<file path="config.mk">
export PLATFORM = sky130hd
export DESIGN_NAME = pwm_generator_control
export DESIGN_NICKNAME = d
export VERILOG_FILES = /design/src/design/pwm_ctrl_pkg.sv /design/src/design/pwm_gen_channel.sv /design/src/design/pwm_generator_control.sv
export VERILOG_INCLUDE_DIRS = /design/src /design/src/design
export SDC_FILE = /design/constraint.sdc
export NUM_CORES = 1
export LEC_CHECK = 0
export ABC_AREA = 1
export BUFFER_PORTS_ARGS = -buffer_cell sky130_fd_sc_hd__buf_2
export CAP_MARGIN = 15
export CORE_MARGIN = 3
export CORE_UTILIZATION = 47
export DETAILED_ROUTE_END_ITERATION = 8
export PLACE_DENSITY = 0.65
export SETUP_SLACK_MARGIN = 0.1
export SLEW_MARGIN = 0
export SYNTH_ARGS = -nofsm -noshare
export SYNTH_HDL_FRONTEND = slang
export SYNTH_SLANG_ARGS = --single-unit
</file>
<file path="constraint.sdc">
create_clock -name core_clk -period 3.75 [get_ports core_clk]
set_input_delay 0.75 -clock core_clk [delete_from_list [all_inputs] [get_ports core_clk]]
set_output_delay 0.75 -clock core_clk [all_outputs]
set_load 0.03 [all_outputs]
</file>
<file path="src/design/pwm_ctrl_map.svh">
// register offsets, field positions and sizes of the pwm control block
// assumes a 16-bit register port with byte addresses
`ifndef PWM_CTRL_MAP_SVH
`define PWM_CTRL_MAP_SVH

`define GEN_COUNT        4
`define ADDR_SEV_CMP     8'h00
`define ADDR_MASTER_DUTY 8'h02
`define ADDR_POSTSCALE   8'h04
`define GEN_BASE_TAG     3'h1
`define GEN_OFS_CTRL     3'h0
`define GEN_OFS_DUTY     3'h2
`define GEN_OFS_PHASE    3'h4

`define GC_FLT_STAT      15
`define GC_CL_STAT       14
`define GC_TRG_STAT      13
`define GC_FLT_EN        12
`define GC_CL_EN         11
`define GC_TRG_EN        10
`define GC_ITB           9
`define GC_DUTY_SOURCE_SELECT          8
`define GC_DTC_HI        7
`define GC_DTC_LO        6
`define GC_EXTERNAL_TIMEBASE_RESET         1
`define GC_IUE           0

`define SEV_CMP_MASK     16'hFFF8
`define PHASE_MASK       16'hFFFC
`define PERIOD_MASK      16'hFFF0
`define POSTSCALE_MASK   16'h000F
`define REG_RESET        16'h0000

`endif

</file>
<file path="src/design/pwm_ctrl_pkg.sv">
// types shared by the pwm control block and its generator channels
// assumes nothing of its surroundings
`default_nettype none
package pwm_ctrl_pkg;

  typedef enum logic [1:0] {
    DT_POSITIVE = 2'h0,
    DT_NEGATIVE = 2'h1,
    DT_OFF      = 2'h2,
    DT_RESERVED = 2'h3
  } dead_time_e;

  typedef struct packed {
    logic       fault_irq_enable;
    logic       current_limit_irq_enable;
    logic       trigger_irq_enable;
    logic       independent_period_select;
    logic       duty_source_select;
    dead_time_e dead_time_mode;
    logic       external_timebase_reset;
    logic       immediate_duty_update;
  } gen_ctrl_s;

endpackage
`default_nettype wire

</file>
<file path="src/design/pwm_gen_channel.sv">
// one pwm generator: duty source, time base choice and duty latch
// assumes control, duty and phase registers from the parent block
`timescale 1ns/1ps
`default_nettype none
`include "pwm_ctrl_map.svh"

module pwm_gen_channel (
  input  wire logic                   core_clk,      // module clock
  input  wire logic                   reset_n,       // async, low
  input  wire pwm_ctrl_pkg::gen_ctrl_s ctrl,         // control fields
  input  wire logic [15:0]            own_duty,      // own duty reg
  input  wire logic [15:0]            master_duty,   // shared duty reg
  input  wire logic [15:0]            phase,         // phase register
  input  wire logic [15:0]            primary_count, // primary count
  input  wire logic                   primary_start, // primary wrap
  input  wire logic                   current_limit, // synced level
  output logic [15:0]                 active_duty,   // duty in use
  output logic                        pwm_high       // raw pwm level
);

  logic [15:0] count_reg;
  logic [15:0] count_next;
  logic [15:0] active_reg;
  logic [15:0] active_next;
  logic        pwm_reg;
  logic        pwm_next;
  logic [15:0] period;
  logic [15:0] sel_duty;
  logic        wrap;
  logic        boundary;

  always_comb begin
    period = phase & `PERIOD_MASK;
    sel_duty = ctrl.duty_source_select ? master_duty : own_duty;
    wrap = count_reg >= period;
    count_next = 16'h0000;
    if (ctrl.independent_period_select) begin
      if (ctrl.external_timebase_reset && current_limit) begin
        count_next = 16'h0000;
      end else if (!wrap) begin
        count_next = count_reg + 16'h0001;
      end
    end
    boundary = ctrl.independent_period_select ? wrap : primary_start;
    active_next = active_reg;
    if (ctrl.immediate_duty_update || boundary) begin
      active_next = sel_duty;
    end
    pwm_next = (ctrl.independent_period_select ? count_reg
                : primary_count) < active_reg;
  end

  always_ff @(posedge core_clk or negedge reset_n) begin
    if (!reset_n) begin
      count_reg  <= `REG_RESET;
      active_reg <= `REG_RESET;
      pwm_reg    <= 1'b0;
    end else begin
      count_reg  <= count_next;
      active_reg <= active_next;
      pwm_reg    <= pwm_next;
    end
  end

  assign active_duty = active_reg;
  assign pwm_high    = pwm_reg;
endmodule
`default_nettype wire

</file>
<file path="src/design/pwm_generator_control.sv">
// pwm generator control: registers, status flags, special event
// assumes a primary time base on the same clock feeding its count
// How it works
// - compare count bits 15-3, low bits zero
// - master duty is full 16-bit shared
// - each generator has own 16-bit duty
// - fault pending bit 15, cleared by enable
// - limit pending bit 14, cleared by enable
// - trigger pending bit 13, cleared by enable
// - bit 12 enables fault, else cleared
// - bit 11 enables limit, else cleared
// - bit 10 enables trigger, else cleared
// - bit 9 picks primary or phase period
// - bit 8 picks own or master duty
// - bits 7-6 pick dead-time mode
// - bit 1 lets current limit reset
// - bit 0 immediate, else synced duty load
// - control bits 5-2 read zero
// - special event postscale 1:1 to 1:16
// - phase bits 3-2 unused as period
//
// Our own choices: the plain strobed port and the register offsets.
`timescale 1ns/1ps
`default_nettype none
`include "pwm_ctrl_map.svh"

module pwm_generator_control (
  input  wire logic        core_clk,               // 20 MHz clock
  input  wire logic        reset_n,                // async, low
  input  wire logic [7:0]  addr,                   // byte address
  input  wire logic [15:0] wdata,                  // write data
  input  wire logic        wr,                     // write strobe
  input  wire logic        rd,                     // read strobe
  output logic [15:0]      rdata,                  // read data, +1
  input  wire logic [15:0] primary_timebase_count, // primary count
  input  wire logic        primary_cycle_start,    // primary wrap
  input  wire logic [3:0]  fault_pin,              // fault pins
  input  wire logic [3:0]  current_limit_pin,      // limit pins
  input  wire logic [3:0]  trigger_event,          // trigger pulses
  output logic [3:0]       pwm_high,               // raw pwm levels
  output logic [7:0]       dead_time_mode,         // 2 bits per gen
  output logic [3:0]       gen_irq,                // irq per gen
  output logic             special_event_trigger   // event pulse
);

  localparam int N = `GEN_COUNT;

  function automatic logic is_gen(input logic [7:0] a);
    return a[7:5] == `GEN_BASE_TAG;
  endfunction

  function automatic logic [1:0] gen_of(input logic [7:0] a);
    return a[4:3];
  endfunction

  function automatic pwm_ctrl_pkg::gen_ctrl_s
      ctrl_of(input logic [15:0] w);
    pwm_ctrl_pkg::gen_ctrl_s c;
    c.fault_irq_enable          = w[`GC_FLT_EN];
    c.current_limit_irq_enable  = w[`GC_CL_EN];
    c.trigger_irq_enable        = w[`GC_TRG_EN];
    c.independent_period_select = w[`GC_ITB];
    c.duty_source_select        = w[`GC_DUTY_SOURCE_SELECT];
    c.dead_time_mode            =
      pwm_ctrl_pkg::dead_time_e'(w[`GC_DTC_HI:`GC_DTC_LO]);
    c.external_timebase_reset   = w[`GC_EXTERNAL_TIMEBASE_RESET];
    c.immediate_duty_update     = w[`GC_IUE];
    return c;
  endfunction

  function automatic logic [15:0]
      word_of(input pwm_ctrl_pkg::gen_ctrl_s c,
              input logic [2:0] st);
    logic [15:0] w;
    w = 16'h0000;
    w[`GC_FLT_STAT]          = st[2];
    w[`GC_CL_STAT]           = st[1];
    w[`GC_TRG_STAT]          = st[0];
    w[`GC_FLT_EN]            = c.fault_irq_enable;
    w[`GC_CL_EN]             = c.current_limit_irq_enable;
    w[`GC_TRG_EN]            = c.trigger_irq_enable;
    w[`GC_ITB]               = c.independent_period_select;
    w[`GC_DUTY_SOURCE_SELECT]              = c.duty_source_select;
    w[`GC_DTC_HI:`GC_DTC_LO] = c.dead_time_mode;
    w[`GC_EXTERNAL_TIMEBASE_RESET]             = c.external_timebase_reset;
    w[`GC_IUE]               = c.immediate_duty_update;
    return w;
  endfunction

  // registers
  logic [15:0]             sev_reg, sev_next;
  logic [15:0]             mdc_reg, mdc_next;
  logic [3:0]              ps_reg, ps_next;
  pwm_ctrl_pkg::gen_ctrl_s ctrl_reg [N], ctrl_next [N];
  logic [15:0]             duty_reg [N], duty_next [N];
  logic [15:0]             phase_reg [N], phase_next [N];
  logic [15:0]             rdata_reg, rdata_next;
  // status flags: bit 2 fault, 1 limit, 0 trigger
  logic [2:0]              stat_reg [N], stat_next [N];
  // pin synchronisers and edge history
  logic [3:0]              flt_meta_reg, flt_sync_reg, flt_prev_reg;
  logic [3:0]              cl_meta_reg, cl_sync_reg, cl_prev_reg;
  // special event
  logic                    match, hit, match_reg;
  logic [3:0]              pcnt_reg, pcnt_next;
  logic                    sev_trig_reg, sev_trig_next;
  logic [3:0]              flt_evt, cl_evt;
  logic                    gsel;
  logic [1:0]              gidx;

  always_comb begin
    gsel = is_gen(addr);
    gidx = gen_of(addr);
    flt_evt = flt_sync_reg & ~flt_prev_reg;
    cl_evt  = cl_sync_reg & ~cl_prev_reg;
    sev_next = sev_reg;
    mdc_next = mdc_reg;
    ps_next  = ps_reg;
    if (wr && addr == `ADDR_SEV_CMP) begin
      sev_next = wdata & `SEV_CMP_MASK;
    end
    if (wr && addr == `ADDR_MASTER_DUTY) begin
      mdc_next = wdata;
    end
    if (wr && addr == `ADDR_POSTSCALE) begin
      ps_next = wdata[3:0];
    end
    for (int i = 0; i < N; i++) begin
      ctrl_next[i]  = ctrl_reg[i];
      duty_next[i]  = duty_reg[i];
      phase_next[i] = phase_reg[i];
      if (wr && gsel && gidx == 2'(i)) begin
        case (addr[2:0])
          `GEN_OFS_CTRL:  ctrl_next[i] = ctrl_of(wdata);
          `GEN_OFS_DUTY:  duty_next[i] = wdata;
          `GEN_OFS_PHASE: phase_next[i] = wdata & `PHASE_MASK;
          default:        ;
        endcase
      end
      stat_next[i][2] = ctrl_next[i].fault_irq_enable
                        && (stat_reg[i][2] || flt_evt[i]);
      stat_next[i][1] = ctrl_next[i].current_limit_irq_enable
                        && (stat_reg[i][1] || cl_evt[i]);
      stat_next[i][0] = ctrl_next[i].trigger_irq_enable
                        && (stat_reg[i][0] || trigger_event[i]);
    end
    rdata_next = 16'h0000;
    if (rd) begin
      if (addr == `ADDR_SEV_CMP) begin
        rdata_next = sev_reg;
      end else if (addr == `ADDR_MASTER_DUTY) begin
        rdata_next = mdc_reg;
      end else if (addr == `ADDR_POSTSCALE) begin
        rdata_next = {12'h000, ps_reg};
      end else if (gsel) begin
        case (addr[2:0])
          `GEN_OFS_CTRL:
            rdata_next = word_of(ctrl_reg[gidx], stat_reg[gidx]);
          `GEN_OFS_DUTY:  rdata_next = duty_reg[gidx];
          `GEN_OFS_PHASE: rdata_next = phase_reg[gidx];
          default:        rdata_next = 16'h0000;
        endcase
      end
    end
  end

  always_comb begin
    match = (primary_timebase_count & `SEV_CMP_MASK) == sev_reg;
    hit = match && !match_reg;
    pcnt_next = pcnt_reg;
    sev_trig_next = 1'b0;
    if (hit) begin
      // >= so a count left above a lowered postscale still fires
      if (pcnt_reg >= ps_reg) begin
        pcnt_next = 4'h0;
        sev_trig_next = 1'b1;
      end else begin
        pcnt_next = pcnt_reg + 4'h1;
      end
    end
  end

  always_ff @(posedge core_clk or negedge reset_n) begin
    if (!reset_n) begin
      sev_reg      <= `REG_RESET;
      mdc_reg      <= `REG_RESET;
      ps_reg       <= 4'h0;
      rdata_reg    <= `REG_RESET;
      flt_meta_reg <= 4'h0;
      flt_sync_reg <= 4'h0;
      flt_prev_reg <= 4'h0;
      cl_meta_reg  <= 4'h0;
      cl_sync_reg  <= 4'h0;
      cl_prev_reg  <= 4'h0;
      match_reg    <= 1'b0;
      pcnt_reg     <= 4'h0;
      sev_trig_reg <= 1'b0;
      for (int i = 0; i < N; i++) begin
        ctrl_reg[i]  <= '0;
        duty_reg[i]  <= `REG_RESET;
        phase_reg[i] <= `REG_RESET;
        stat_reg[i]  <= 3'h0;
      end
    end else begin
      sev_reg      <= sev_next;
      mdc_reg      <= mdc_next;
      ps_reg       <= ps_next;
      rdata_reg    <= rdata_next;
      flt_meta_reg <= fault_pin;
      flt_sync_reg <= flt_meta_reg;
      flt_prev_reg <= flt_sync_reg;
      cl_meta_reg  <= current_limit_pin;
      cl_sync_reg  <= cl_meta_reg;
      cl_prev_reg  <= cl_sync_reg;
      match_reg    <= match;
      pcnt_reg     <= pcnt_next;
      sev_trig_reg <= sev_trig_next;
      for (int i = 0; i < N; i++) begin
        ctrl_reg[i]  <= ctrl_next[i];
        duty_reg[i]  <= duty_next[i];
        phase_reg[i] <= phase_next[i];
        stat_reg[i]  <= stat_next[i];
      end
    end
  end

  for (genvar g = 0; g < N; g++) begin : gen_ch
    pwm_gen_channel u_ch (
      .core_clk      (core_clk),
      .reset_n       (reset_n),
      .ctrl          (ctrl_reg[g]),
      .own_duty      (duty_reg[g]),
      .master_duty   (mdc_reg),
      .phase         (phase_reg[g]),
      .primary_count (primary_timebase_count),
      .primary_start (primary_cycle_start),
      .current_limit (cl_sync_reg[g]),
      .active_duty   (),
      .pwm_high      (pwm_high[g])
    );
    assign dead_time_mode[2*g+1:2*g] = ctrl_reg[g].dead_time_mode;
    assign gen_irq[g] = |(stat_reg[g] & {
      ctrl_reg[g].fault_irq_enable,
      ctrl_reg[g].current_limit_irq_enable,
      ctrl_reg[g].trigger_irq_enable});
  end

  assign rdata = rdata_reg;
  assign special_event_trigger = sev_trig_reg;
endmodule
`default_nettype wire

</file>
==> metrics.csv <==
stage,metric,value,unit
outcome,status,"finished, final reports clean",
place,hpwl,52100,um
grt,grt_start_max_net_pins,95,
die,core_area,0.0435,mm2
sta,finalHoldViolCount,0,
worst_setup_path,crit_end,gen_ch[1].u_ch.active_duty[14],
worst_setup_path,crit_required,4.19,ns
sta,setup_viol,0,
grt,grt_overflow,0,
worst_setup_path,rrSetupSlack,1.25,ns
clock_network,cts_tree,built,
job,drv_cap,0,
sta,grt_setup_unrepaired,no,
die,die_w,217,um
worst_setup_path,slowest_stage,dfrtp_1,
worst_setup_path,crit_path_start,ctrl_reg[23],
clock_network,cts_made_buffers,44,
sta,relSlewSlack,0.233,
worst_setup_path,critical_path_class,register to register,
worst_setup_path,crit_cells,6,
power,power_density,443,mW/mm2
place,place_congestion,0.953,
cells_and_area,most-common-layout-cells,"nand2_1, dfrtp_1, inv_1",
routing,wirelength,70400,um
sta,slew_violations,0,
routing,vias_per_cell,5.55,
cells_and_area,layout_commonest_cell,nand2_1,
grt,grt_usage,0.301,
synth,yosysWarnings,0,
grt,antenna_found_initial,5,
synth,yosys.cell_types.count,35,
synth,syn-cell-area,0.0209,mm2
clock_network,cts.sinks,379,
routing,drt-initial-drc-count,1861,
grt,grt_pass1_vias,17700,
sta,tns,0,ns
clock_network,cts.path.max_buffers,3,
die,die_h,217,um
routing,vias,18400,
worst_setup_path,r2r-start,ctrl_reg[23],
sta,fin_crit,2.50,ns
sta,fin_skew,0.0169,ns
power,p_leak,11.0,nW
sta,max_freq,400,MHz
worst_setup_path,r2r-end,gen_ch[1].u_ch.active_duty[14],
synth,seq_area_frac_synth,0.454,
worst_setup_path,crit_path_cell_trace,inv_1 -> a21oi_1 -> buf_4 -> nand2_1 -> nand2_1 -> nand2_1,
cells_and_area,nets,2865,
die,die-area,0.0470,mm2
worst_setup_path,path_max_fanout,36,
routing,post-route-drc-count,0,
synth,netlist_instances,2646,
grt,grt_pass1_wl,107000,um
clock_network,post_cts_buffers,0,
routing,drt_pre_antenna_iters,6,
clock_network,insertion_delay,0.58,ns
clock_network,h-tree-depth,2,
worst_setup_path,end_kind,register,
cells_and_area,nFillCells,4150,
clock_network,ctsHoldBuffers,0,
cells_and_area,drive_gt1_frac,0.0948,
worst_setup_path,slowest_delay,1.10,ns
routing,wire_per_inst,21.3,um
clock_network,cts-root-buf,clkbuf_16,
clock_network,cts_resized,0,
worst_setup_path,reg2reg_depth,6,
worst_setup_path,start_kind,register,
clock_network,clk_pin_slew,0.06,ns
routing,ant_nets,0,
place,port_buffers,89,
worst_setup_path,crit_top_cell,nand2_1,
die,io-pin-count,90,
synth,synth-seq-cells,379,
cells_and_area,area_growth,11.3,%
cells_and_area,utilization,0.535,
worst_setup_path,path_buf_inv,2,
synth,avgSynthCellArea,7.89,um2
sta,tightest_slew,1.15,ns
synth,syn_nets,2824,
worst_setup_path,cp_top_family,flip-flops,
worst_setup_path,cp.arrival,2.94,ns
sta,min_period_over_period,0.666,
worst_hold_path,hold_path.class,primary input to asynchronous set/reset pin,
die,rows,76,
die,start_util,0.481,
power,peakVddDrop,0.000518,V
==> worst min-delay path by stage <==
stage / startpoint / end / slack [ns] / depth (start not counted)
final: reset_n / phase_reg[63] / 0.21 / 1
after global placement: flt_meta_reg[1] / flt_sync_reg[1] / 0.33 / 0
after global routing: current_limit_pin[3] / cl_meta_reg[3] / 0.26 / 1
after detailed placement: flt_meta_reg[3] / flt_sync_reg[3] / 0.34 / 0
after floorplan: cl_meta_reg[0] / cl_sync_reg[0] / 0.33 / 0
after CTS: reset_n / phase_reg[63] / 0.25 / 1
==> cell families (layout without fill, tap and decap cells) <==
kind of cell | after synthesis | after routing | synth area share
xor gates and xnor gates | 43 | 43 | 0.0180
muxes | 44 | 44 | 0.0237
buffers and inverters | 417 | 492 | 0.0804
AOI/OAI and AO/OA | 451 | 451 | 0.115
adders and majority gates | 121 | 121 | 0.0725
and+or+nand+nor | 1191 | 1191 | 0.237
other | 0 | 2 | 0
DFF | 379 | 379 | 0.454
==> final cells by class <==
| cell class | count | area, um2 | share of cell area |
|---|---|---|---|
| antenna | 2 | 5.00 | 0.000215 |
| clock buffer | 67 | 1280 | 0.0550 |
| clock inverter | 13 | 191 | 0.00824 |
| inverter | 297 | 1110 | 0.0480 |
| multi-input combinational | 1850 | 9730 | 0.419 |
| sequential | 379 | 9480 | 0.408 |
| tap | 585 | 732 | 0.0315 |
| timing repair buffer | 115 | 708 | 0.0305 |
==> cells in the mapped netlist, drive strengths merged <==
| cell type | count | share of area |
|---|---|---|
| xnor2 | 17 | 0.0071 |
| a31oi | 1 | 0.00030 |
| nor3 | 35 | 0.0092 |
| nand3 | 155 | 0.037 |
| ha | 121 | 0.072 |
| and2 | 2 | 0.00060 |
| o31a | 4 | 0.0017 |
| nor2 | 136 | 0.025 |
| nand4 | 58 | 0.017 |
| o211ai | 19 | 0.0068 |
| xor2 | 26 | 0.011 |
| dfrtp | 379 | 0.45 |
| buf | 54 | 0.015 |
| o21bai | 8 | 0.0029 |
| o22ai | 18 | 0.0054 |
| inv | 297 | 0.053 |
| o21a | 10 | 0.0036 |
| o21ai | 300 | 0.072 |
| nand2 | 799 | 0.15 |
| a21oi | 89 | 0.021 |
| clkbuf | 66 | 0.012 |
| mux2 | 44 | 0.024 |
| or2 | 2 | 0.00060 |
| nor4 | 4 | 0.0012 |
| a31o | 2 | 0.00084 |
==> through the flow <==
stage	hold WS (ns)	total power [mW]	setup WS (ns)	cell area, um2	instances
after floorplan	0.331	5.43	1.86	20900	2646
after global placement	0.332	5.94	0.924	21700	3225
after detailed placement	0.336	5.97	0.898	21700	3225
after CTS	0.252	10.3	1.26	23200	3305
after global routing	0.256	10.7	0.967	23200	3306
final	0.207	10.3	1.25	23200	3308
==> layer usage <==
layer | vias up | GRT usage | routed length (um)
li1 | 8692 | - | -
met1 | 8840 | 0.401 | 29000
met2 | 685 | 0.477 | 32300
met3 | 149 | 0.0582 | 5610
met4 | 0 | 0.139 | 3440
met5 | - | 0 | 0
==> where the power goes <==
part           switching, mW  leakage, nW  internal (mW)
combinational          0.993         5.16          0.423
sequential             0.204         5.14           4.30
clock                   1.74        0.708           2.63
total                   2.94         11.0           7.35
Note: power is estimated with default switching activity, not from simulation.
